`src/core/eqf_defs.vh`:
```
/*
 Constants for the equaliser filter coefficient block, taps six to eight.
 Assumes a parallel register port addressed by the documented offsets.
*/
`ifndef EQF_DEFS_VH
`define EQF_DEFS_VH
`define EQF_ADDR_W 12
`define EQF_OFS_TAP6 12'h423
`define EQF_OFS_TAP7 12'h425
`define EQF_OFS_TAP8 12'h427
`define EQF_REG_W 16
`define EQF_COEF_MSB 11
`define EQF_COEF_W 12
`define EQF_CENTER_W 18
`define EQF_REG_RESET 16'h0000
`define EQF_SAMPLE_W 12
`define EQF_NUM_TAPS 9
`define EQF_ACC_W 36
`endif

```
`src/core/eqf_mac.v`:
```
/*
 Nine-tap multiply-accumulate datapath of the equaliser filter.
 Assumes coefficients are stable or change only between samples.
*/
`include "eqf_defs.vh"
module eqf_mac (
	input wire clk,
	input wire reset,
	input wire sample_valid,
	input wire signed [`EQF_SAMPLE_W-1:0] sample_in,
	input wire [9*`EQF_CENTER_W-1:0] coef_flat,
	output reg signed [`EQF_ACC_W-1:0] filter_out_ff,
	output reg filter_valid_ff
);
	reg signed [`EQF_SAMPLE_W-1:0] delay_ff [0:8];
	reg signed [`EQF_ACC_W-1:0] acc;
	integer i;
	integer j;

	// ----------------------------------------
	// Delay line and sum of tap products
	// ----------------------------------------
	always @* begin
		acc = {`EQF_ACC_W{1'h0}};
		for (i = 0; i < `EQF_NUM_TAPS; i = i + 1) begin
			acc = acc + $signed(coef_flat[i*`EQF_CENTER_W +: `EQF_CENTER_W]) * delay_ff[i];
		end
	end

	always @(posedge clk) begin
		if (reset) begin
			for (j = 0; j < `EQF_NUM_TAPS; j = j + 1) begin
				delay_ff[j] <= {`EQF_SAMPLE_W{1'h0}};
			end
			filter_out_ff <= {`EQF_ACC_W{1'h0}};
			filter_valid_ff <= 1'h0;
		end else begin
			filter_valid_ff <= sample_valid;
			if (sample_valid) begin
				delay_ff[0] <= sample_in;
				for (j = 1; j < `EQF_NUM_TAPS; j = j + 1) begin
					delay_ff[j] <= delay_ff[j-1];
				end
				filter_out_ff <= acc;
			end
		end
	end
endmodule

```
`src/core/eqf_coef_taps.v`:
```
/*
 Coefficient registers for equaliser taps six to eight plus the filter datapath.
 Assumes a synchronous register port; other taps arrive as ports from elsewhere.
*/
`include "eqf_defs.vh"
// Summary of operation
// - Coefficient is signed twelve low bits
// - Offset 0x423 feeds tap six, channel A
// - Offset 0x425 feeds tap seven, channel A
// - Offset 0x427 feeds tap eight, channel A
// - Single mode: same taps feed shared filter
// - Reset clears all coefficient registers
// - Upper four bits stored, ignored by filter
// - Nine taps, centre tap eighteen bits
module eqf_coef_taps (
	input wire clk,
	input wire reset,
	input wire reg_wr,
	input wire reg_rd,
	input wire [`EQF_ADDR_W-1:0] reg_addr,
	input wire [`EQF_REG_W-1:0] reg_wdata,
	output reg [`EQF_REG_W-1:0] reg_rdata_ff,
	output reg reg_hit_ff,
	input wire single_channel_mode,
	input wire [4*`EQF_COEF_W-1:0] low_taps_coef,
	input wire [`EQF_CENTER_W-1:0] center_tap_coef,
	input wire [`EQF_COEF_W-1:0] tap_nine_coef,
	input wire sample_valid,
	input wire [`EQF_SAMPLE_W-1:0] sample_in,
	output wire [`EQF_ACC_W-1:0] filter_out,
	output wire filter_valid,
	output wire filter_serves_channel_a
);
	// ----------------------------------------
	// Storage and next values
	// ----------------------------------------
	reg [`EQF_REG_W-1:0] equaliser_tap_six_coef_ff;
	reg [`EQF_REG_W-1:0] equaliser_tap_seven_coef_ff;
	reg [`EQF_REG_W-1:0] equaliser_tap_eight_coef_ff;
	reg [`EQF_REG_W-1:0] nxt_equaliser_tap_six_coef;
	reg [`EQF_REG_W-1:0] nxt_equaliser_tap_seven_coef;
	reg [`EQF_REG_W-1:0] nxt_equaliser_tap_eight_coef;
	reg [`EQF_REG_W-1:0] nxt_reg_rdata;
	reg nxt_reg_hit;
	wire [2:0] wr_sel;
	wire [2:0] rd_sel;

	// Coefficient slices in tap order
	wire [`EQF_COEF_W-1:0] tap_one_field;
	wire [`EQF_COEF_W-1:0] tap_two_field;
	wire [`EQF_COEF_W-1:0] tap_three_field;
	wire [`EQF_COEF_W-1:0] tap_four_field;
	wire [`EQF_CENTER_W-1:0] tap_one_wide;
	wire [`EQF_CENTER_W-1:0] tap_two_wide;
	wire [`EQF_CENTER_W-1:0] tap_three_wide;
	wire [`EQF_CENTER_W-1:0] tap_four_wide;
	wire [`EQF_CENTER_W-1:0] tap_five_wide;
	wire [`EQF_CENTER_W-1:0] tap_six_wide;
	wire [`EQF_CENTER_W-1:0] tap_seven_wide;
	wire [`EQF_CENTER_W-1:0] tap_eight_wide;
	wire [`EQF_CENTER_W-1:0] tap_nine_wide;
	wire [9*`EQF_CENTER_W-1:0] coef_flat;
	wire signed [`EQF_ACC_W-1:0] mac_out;

	// ----------------------------------------
	// Shared helpers
	// ----------------------------------------
	// Sign-extends a 12-bit field to the 18-bit tap width; bits 15:12 dropped here
	function [`EQF_CENTER_W-1:0] widen;
		input [`EQF_REG_W-1:0] r;
		begin
			widen = {{(`EQF_CENTER_W-`EQF_COEF_W){r[`EQF_COEF_MSB]}}, r[`EQF_COEF_MSB:0]};
		end
	endfunction

	// One decoder for both strobes, so writes and reads always agree on the map
	function [2:0] tap_select;
		input [`EQF_ADDR_W-1:0] a;
		begin
			case (a)
				`EQF_OFS_TAP6: tap_select = 3'h1;
				`EQF_OFS_TAP7: tap_select = 3'h2;
				`EQF_OFS_TAP8: tap_select = 3'h4;
				default: tap_select = 3'h0;
			endcase
		end
	endfunction

	// ----------------------------------------
	// Address decode
	// ----------------------------------------
	// Both strobes in one cycle: the read still sees the value held before the write
	assign wr_sel = reg_wr ? tap_select(reg_addr) : 3'h0;
	assign rd_sel = reg_rd ? tap_select(reg_addr) : 3'h0;

	// ----------------------------------------
	// Register writes
	// ----------------------------------------
	// Reserved bits are kept as written so a read returns them
	always @* begin
		nxt_equaliser_tap_six_coef = equaliser_tap_six_coef_ff;
		if (wr_sel[0]) begin
			nxt_equaliser_tap_six_coef = reg_wdata;
		end
	end

	always @* begin
		nxt_equaliser_tap_seven_coef = equaliser_tap_seven_coef_ff;
		if (wr_sel[1]) begin
			nxt_equaliser_tap_seven_coef = reg_wdata;
		end
	end

	always @* begin
		nxt_equaliser_tap_eight_coef = equaliser_tap_eight_coef_ff;
		if (wr_sel[2]) begin
			nxt_equaliser_tap_eight_coef = reg_wdata;
		end
	end

	always @(posedge clk) begin
		if (reset) begin
			equaliser_tap_six_coef_ff <= `EQF_REG_RESET;
		end else begin
			equaliser_tap_six_coef_ff <= nxt_equaliser_tap_six_coef;
		end
	end

	always @(posedge clk) begin
		if (reset) begin
			equaliser_tap_seven_coef_ff <= `EQF_REG_RESET;
		end else begin
			equaliser_tap_seven_coef_ff <= nxt_equaliser_tap_seven_coef;
		end
	end

	always @(posedge clk) begin
		if (reset) begin
			equaliser_tap_eight_coef_ff <= `EQF_REG_RESET;
		end else begin
			equaliser_tap_eight_coef_ff <= nxt_equaliser_tap_eight_coef;
		end
	end

	// ----------------------------------------
	// Register reads
	// ----------------------------------------
	// Unmapped offsets answer zero with no hit
	always @* begin
		nxt_reg_rdata = reg_rdata_ff;
		nxt_reg_hit = 1'h0;
		if (reg_rd) begin
			case (rd_sel)
				3'h1: nxt_reg_rdata = equaliser_tap_six_coef_ff;
				3'h2: nxt_reg_rdata = equaliser_tap_seven_coef_ff;
				3'h4: nxt_reg_rdata = equaliser_tap_eight_coef_ff;
				default: nxt_reg_rdata = `EQF_REG_RESET;
			endcase
			nxt_reg_hit = |rd_sel;
		end
	end

	// Read data holds until the next read, so software may fetch it late
	always @(posedge clk) begin
		if (reset) begin
			reg_rdata_ff <= `EQF_REG_RESET;
			reg_hit_ff <= 1'h0;
		end else begin
			reg_rdata_ff <= nxt_reg_rdata;
			reg_hit_ff <= nxt_reg_hit;
		end
	end

	// ----------------------------------------
	// Coefficient vector for the nine taps
	// ----------------------------------------
	// Same registers serve channel A or the single filter; only the label changes
	assign filter_serves_channel_a = ~single_channel_mode;

	// Outer taps arrive as bare fields from their own registers
	assign tap_one_field = low_taps_coef[0*`EQF_COEF_W +: `EQF_COEF_W];
	assign tap_two_field = low_taps_coef[1*`EQF_COEF_W +: `EQF_COEF_W];
	assign tap_three_field = low_taps_coef[2*`EQF_COEF_W +: `EQF_COEF_W];
	assign tap_four_field = low_taps_coef[3*`EQF_COEF_W +: `EQF_COEF_W];

	assign tap_one_wide = widen({4'h0, tap_one_field});
	assign tap_two_wide = widen({4'h0, tap_two_field});
	assign tap_three_wide = widen({4'h0, tap_three_field});
	assign tap_four_wide = widen({4'h0, tap_four_field});
	assign tap_five_wide = center_tap_coef;
	assign tap_six_wide = widen(equaliser_tap_six_coef_ff);
	assign tap_seven_wide = widen(equaliser_tap_seven_coef_ff);
	assign tap_eight_wide = widen(equaliser_tap_eight_coef_ff);
	assign tap_nine_wide = widen({4'h0, tap_nine_coef});

	// Tap one sits in the lowest slice to match the delay line order
	assign coef_flat = {
		tap_nine_wide,
		tap_eight_wide,
		tap_seven_wide,
		tap_six_wide,
		tap_five_wide,
		tap_four_wide,
		tap_three_wide,
		tap_two_wide,
		tap_one_wide
	};

	// ----------------------------------------
	// Datapath
	// ----------------------------------------
	// Arithmetic kept apart so the register map can change on its own
	eqf_mac u_mac (
		.clk(clk),
		.reset(reset),
		.sample_valid(sample_valid),
		.sample_in(sample_in),
		.coef_flat(coef_flat),
		.filter_out_ff(mac_out),
		.filter_valid_ff(filter_valid)
	);
	assign filter_out = mac_out;
endmodule

```
`config.mk`:
```
export PLATFORM = sky130hd
export DESIGN_NAME = eqf_coef_taps
export DESIGN_NICKNAME = d
export VERILOG_FILES = /design/src/core/eqf_mac.v /design/src/core/eqf_coef_taps.v
export VERILOG_INCLUDE_DIRS = /design/src /design/src/core
export SDC_FILE = /design/constraint.sdc
export NUM_CORES = 2
export LEC_CHECK = 0
export BUFFER_PORTS_ARGS = -buffer_cell sky130_fd_sc_hd__buf_4
export CORE_AREA = 2 2 484 486
export DETAILED_ROUTE_END_ITERATION = 10
export DIE_AREA = 0 0 486 488
export GPL_TIMING_DRIVEN = 0
export SYNTH_ARGS = -nofsm -noshare
export SYNTH_HDL_FRONTEND = slang
export SYNTH_HIERARCHICAL = 1
export SYNTH_SLANG_ARGS = --single-unit
```
`constraint.sdc`:
```
create_clock -name clk -period 21.9 [get_ports clk]
set_clock_uncertainty 0.05 [all_clocks]
set_input_delay 4.38 -clock clk [delete_from_list [all_inputs] [get_ports clk]]
set_output_delay 4.38 -clock clk [all_outputs]
set_load 0.01 [all_outputs]
```
# == Word level (Yosys, flattened, before mapping) ==
# Memory sizes are Yosys's and may differ from the RTL's.
# Index checks and enable logic that the tools add are counted.
# op_classes
bitwise_logic,11
n_eq_ne,6
addsub,8
mux,18
reduce_logical,2
mul,9
# op_table
operator,n
adder 36 bit,8
multiplier 12 x 12 -> 24 bit,8
2-to-1 mux 12 bit,9
one-hot mux 16 bit (3 select lines),1
"== test 12 x 11 -> 1 bit, second input constant",3
multiplier 18 x 12 -> 30 bit,1
bitwise OR 1 bit,9
one-hot mux 3 bit (3 select lines),1
2-to-1 mux 3 bit,2
2-to-1 mux 1 bit,5
"== test 3 x 1 -> 1 bit, second input constant",1
"== test 3 x 2 -> 1 bit, second input constant",1
"== test 3 bit, second input constant",1
OR reduction 3 bit,1
NOT 1 bit,2
OR reduction 2 bit,1
# totals
reg_bits,102
in_bits,124
elab_cells,62
ramBits,108
output_inout_bits,55
memories,1
# mem_list
memory,depth,width,read_ports,rd_ports_with_merged_regs,write_ports,line_no,source
u_mac.delay_ff,9,12,9,0,9,eqf_mac.v:15,reg signed [`EQF_SAMPLE_W-1:0] delay_ff [0:8];

# == Longest topological paths before layout ==
# An unclocked memory read counts as a cell.
# depth
ltp_word,10
ltp_mapped,54
mapped_depth_nobuf,53

# == Cells and area by module ==
# The synthesis kept the hierarchy.
# modules_own_cells
mod,area_per_inst_um2,cells_each,n_inst,seq_area_each_um2
eqf_mac,78417.7,8066,1,3983.8
eqf_coef_taps,2538.7,270,1,1301.2

# == Worst setup path after synthesis ==
# Ideal clock, no wire load.
# synth_path
path_kind,input to register
from,in low_taps_coef[43]
to,reg u_mac.filter_out_ff[35]
stages,48
setup_slack_ns,4.473
arrival_time_ns,17.261
path_buffers,2
required_time_ns,21.734
setup_ns,0.116
path_cell_list,clkbuf_1 -> and2_1 -> fa_1 -> inv_1 -> fa_1 -> inv_1 -> fa_1 -> inv_1 -> fa_1 -> inv_1 -> fa_1 -> fa_1 -> fa_1 -> fa_1 -> inv_1 -> fa_1 -> inv_1 -> ha_1 -> [12 not listed] -> fa_1 -> inv_1 -> fa_1 -> fa_1 -> inv_1 -> fa_1 -> inv_1 -> fa_1 -> inv_1 -> ha_1 -> clkdlybuf4s15_1 -> a211oi_1 -> nor2_1 -> nor3_1 -> a21oi_4 -> a41oi_1 -> xnor2_1 -> o21ai_1
# synth_between
elab_chain_cells,7
# synth_lines
element,line_no,source
"start, declared",eqf_coef_taps.v:25,"input wire [4*`EQF_COEF_W-1:0] low_taps_coef,"
multiplier 12 x 12 -> 24 bit,eqf_mac.v:26,acc = acc + $signed(coef_flat[i*`EQF_CENTER_W +: `EQF_CENTER_W]) * delay_ff[i];
adder 36 bit (6 in series),eqf_mac.v:26,
"end signal, assigned",eqf_mac.v:35,filter_out_ff <= {`EQF_ACC_W{1'h0}};
"end, declared",eqf_mac.v:12,"output reg signed [`EQF_ACC_W-1:0] filter_out_ff,"
# No other way between the ends.
# A chain may end at the register's enable or synchronous reset.

# == Worst setup path after layout ==
# layout_path
from,in low_taps_coef[43]
to,reg u_mac.filter_out_ff[28]
# The elaborated chain is that of the path after synthesis.

==> flow_summary.yaml <==
status:
  status: "finished, final reports clean"
cts:
  cts_made_buffers: 34
  clockBufferDepth: 3
  htreeDepth: 2
  cts.repair.resized: 0
  clkTransAtPathRegs_ns: 0.06
  cts-root-buf: "clkbuf_16"
  post-cts-setup-buffers: 0
  hold_buffers: 0
  cts_tree: "built"
  worst_skew_pair.late_latency_ns: 0.63
  clock_sinks: 210
worst_setup_path:
  worstSetupStartpointType: "input pin"
  cp_max_fo: 10
  r2r_start: "u_mac/delay_ff[0][36]$_SDFFCE_PN0P_"
  slowest_delay_ns: 0.82
  arrival_ns: 19.74
  rr_worst_depth: 49
  crit_family: "adder cells"
  path_buf_inv: 12
  rrSetupSlack_ns: 5.35
  reg2reg_to: "u_mac/filter_out_ff[28]$_SDFFE_PP0P_"
  cpMostUsedCell: "fa_1"
  crit_path_top_delay_cell: "xor2_1"
  cp.required_ns: 22.38
  criticalPathCategory: "input pin to flip-flop"
  cp-end-kind: "flip-flop"
cells_and_area:
  nNetsFinal: 11400
  nFillCells: 23200
  layout.area.seq_sq_um: 5290
  drive_gt1_frac: 0.0333
  synthToLayoutAreaGrowth_pct: 7.89
  multiInputGateArea_sq_um: 65700
sta:
  finalHoldViolations: 0
  period_minus_slack_ns: 19.26
  finalSetupViolations: 0
  fin_tns_setup_ns: 0
  timing.final.crit_share: 0.879
  relSlewSlack: 0.0532
  max_freq_mhz: 51.9
  tightest_slew_ns: 1.42
  rsz0062_at_grt: "false"
  drv_slew: 0
yosys:
  netlist.top_cell.by_area: "fa_1"
  yosys_warnings: 6
  synth_top_area_share: 0.561
  synth_cell_types: 85
  ys_seq_area_frac: 0.0653
  synth_area_sq_um: 81000
  synthFlopType: "edfxtp_1"
  syn_inst: 8336
  synth_area_leaders: "fa_1 56%, inv_1 10%, ha_1 7.0%"
  synth.most_common_cell: "fa_1"
  syn_nets: 11200
  synthArstFlopShare: 0
  ys_ff_latch: 210
  syn_area_per_cell_sq_um: 9.71
  synth_edf_count: 108
  synth_top_cells_by_count: "2,269 x fa_1, 2,259 x inv_1, 1,191 x nand2_1"
floorplan:
  fp-row-count: 177
  dieWidth_um: 486
  core_sq_um: 232000
  start_util: 0.349
  die_area_sq_um: 237000
  ios: 179
  die_height_um: 488
route:
  ant_nets: 0
  avgViaCountPerCell: 4.78
  drt-initial-drc-count: 3587
  wire_per_inst_um: 20.8
  dr.pass1.iters: 6
  vias: 55600
  drc: 0
  drt_wl_total_um: 242000
global_route:
  grt_pass1_vias: 62800
  overflow: 0
  busiest_layer: "met2"
  use_met2: 0.368
  grt_antenna_before_repair: 23
  grt_pass1_wl_um: 375000
  track_usage: 0.211
  grt_max_degree: 61
  grt_util_met3: 0.0281
  grtUsageMet1: 0.258
hold_path:
  hold_depth: 2
  hold_end: "u_mac/filter_out_ff[35]$_SDFFE_PP0P_"
  hp-start: "u_mac/filter_out_ff[35]$_SDFFE_PP0P_"
  hp-class: "flip-flop to flip-flop"
place:
  io_buffers: 177
  routabilityCongestion: 0.949
  place_hpwl_um: 216000
run:
  drv_cap: 0
## sequential cells by signal (all words and copies together) (netlist names)
register	count
equaliser_tap_six_coef_ff	16
reg_hit_ff	1
equaliser_tap_seven_coef_ff	16
u_mac/filter_valid_ff	1
u_mac/filter_out_ff	36
reg_rdata_ff	16
u_mac/delay_ff	108
equaliser_tap_eight_coef_ff	16
## layout make-up
type                    count  share of cell area
diodes                     10            0.000286
plain buffers             383              0.0173
clock buffers              40              0.0107
clock inverters            21             0.00266
inverters                2260              0.0972
multi-input cells        5483               0.752
flip-flops and latches    210              0.0605
well taps                3043              0.0436
repair buffers            179              0.0158
## kinds of logic (layout without fill, tap and decap cells)
group | Yosys count | in the layout | share of synthesized area
fa+ha+maj | 2721 | 2721 | 0.631
flops | 210 | 210 | 0.0653
compound gates | 314 | 314 | 0.0265
buf+inv | 2643 | 2883 | 0.123
simple gates | 2303 | 2303 | 0.137
other cells | 0 | 10 | 0
xor+xnor | 106 | 106 | 0.0115
mux | 39 | 39 | 0.00482
## worst min-delay path, delay by kind of cell (launching register included)
family          cells  cell delay (ns)
flops               1             0.31
simple gates        1             0.05
compound gates      1             0.05
## worst max path at each step
stage | startpoint | endpoint | slack [ns] | cells past startpoint
finish | low_taps_coef[43] | u_mac/filter_out_ff[28]$_SDFFE_PP0P_ | 2.64 | 49
global route | low_taps_coef[43] | u_mac/filter_out_ff[28]$_SDFFE_PP0P_ | 2.36 | 49
CTS | low_taps_coef[43] | u_mac/filter_out_ff[28]$_SDFFE_PP0P_ | 2.69 | 49
detailed placement | low_taps_coef[43] | u_mac/filter_out_ff[28]$_SDFFE_PP0P_ | 2.11 | 49
global placement | low_taps_coef[43] | u_mac/filter_out_ff[28]$_SDFFE_PP0P_ | 2.15 | 49
floorplan | low_taps_coef[43] | u_mac/filter_out_ff[35]$_SDFFE_PP0P_ | 4.47 | 48
## cell usage in the layout, fill, tap and decap left out, types with 6 or more instances in the layout
master,count
a21oi_1,94
mux2i_1,39
a31oi_1,14
nand2b_1,103
xnor2_1,81
nand2_1,1191
o21ai_0,47
a22o_1,16
a211oi_1,12
nand3_1,15
fa_1,2269
a21o_1,27
ha_1,452
clkbuf_16,35
diode_2,10
dfxtp_1,102
edfxtp_1,108
and2_1,794
inv_1,2258
a221o_1,16
o21ai_1,11
xor2_1,25
buf_2,8
clkbuf_8,6
clkbuf_1,365
nor3_1,13
o21a_1,8
buf_4,178
nor2_1,145
o21bai_1,19
## layer usage
layer	wire, um	share of wire	up-vias
met5	61	0.00025	-
met4	12700	0.052	10
met3	13700	0.057	482
met2	121000	0.50	1779
met1	94500	0.39	29300
li1	-	-	24000
## per-stage QoR
stage	hold slack (ns)	util	instances	cell area (sq um)	setup WS, ns
final	0.396	0.377	11600	87300	2.64
after global routing	0.426	0.377	11600	87300	2.36
after CTS	0.402	0.377	11600	87300	2.69
after global placement	0.388	0.371	11600	86100	2.15
after detailed placement	0.394	0.372	11600	86200	2.11
after floorplan	0.381	-	8336	81000	4.47
Power is not shown: default switching activity piles up to over one toggle a cycle in this logic, so the estimate is an artifact.
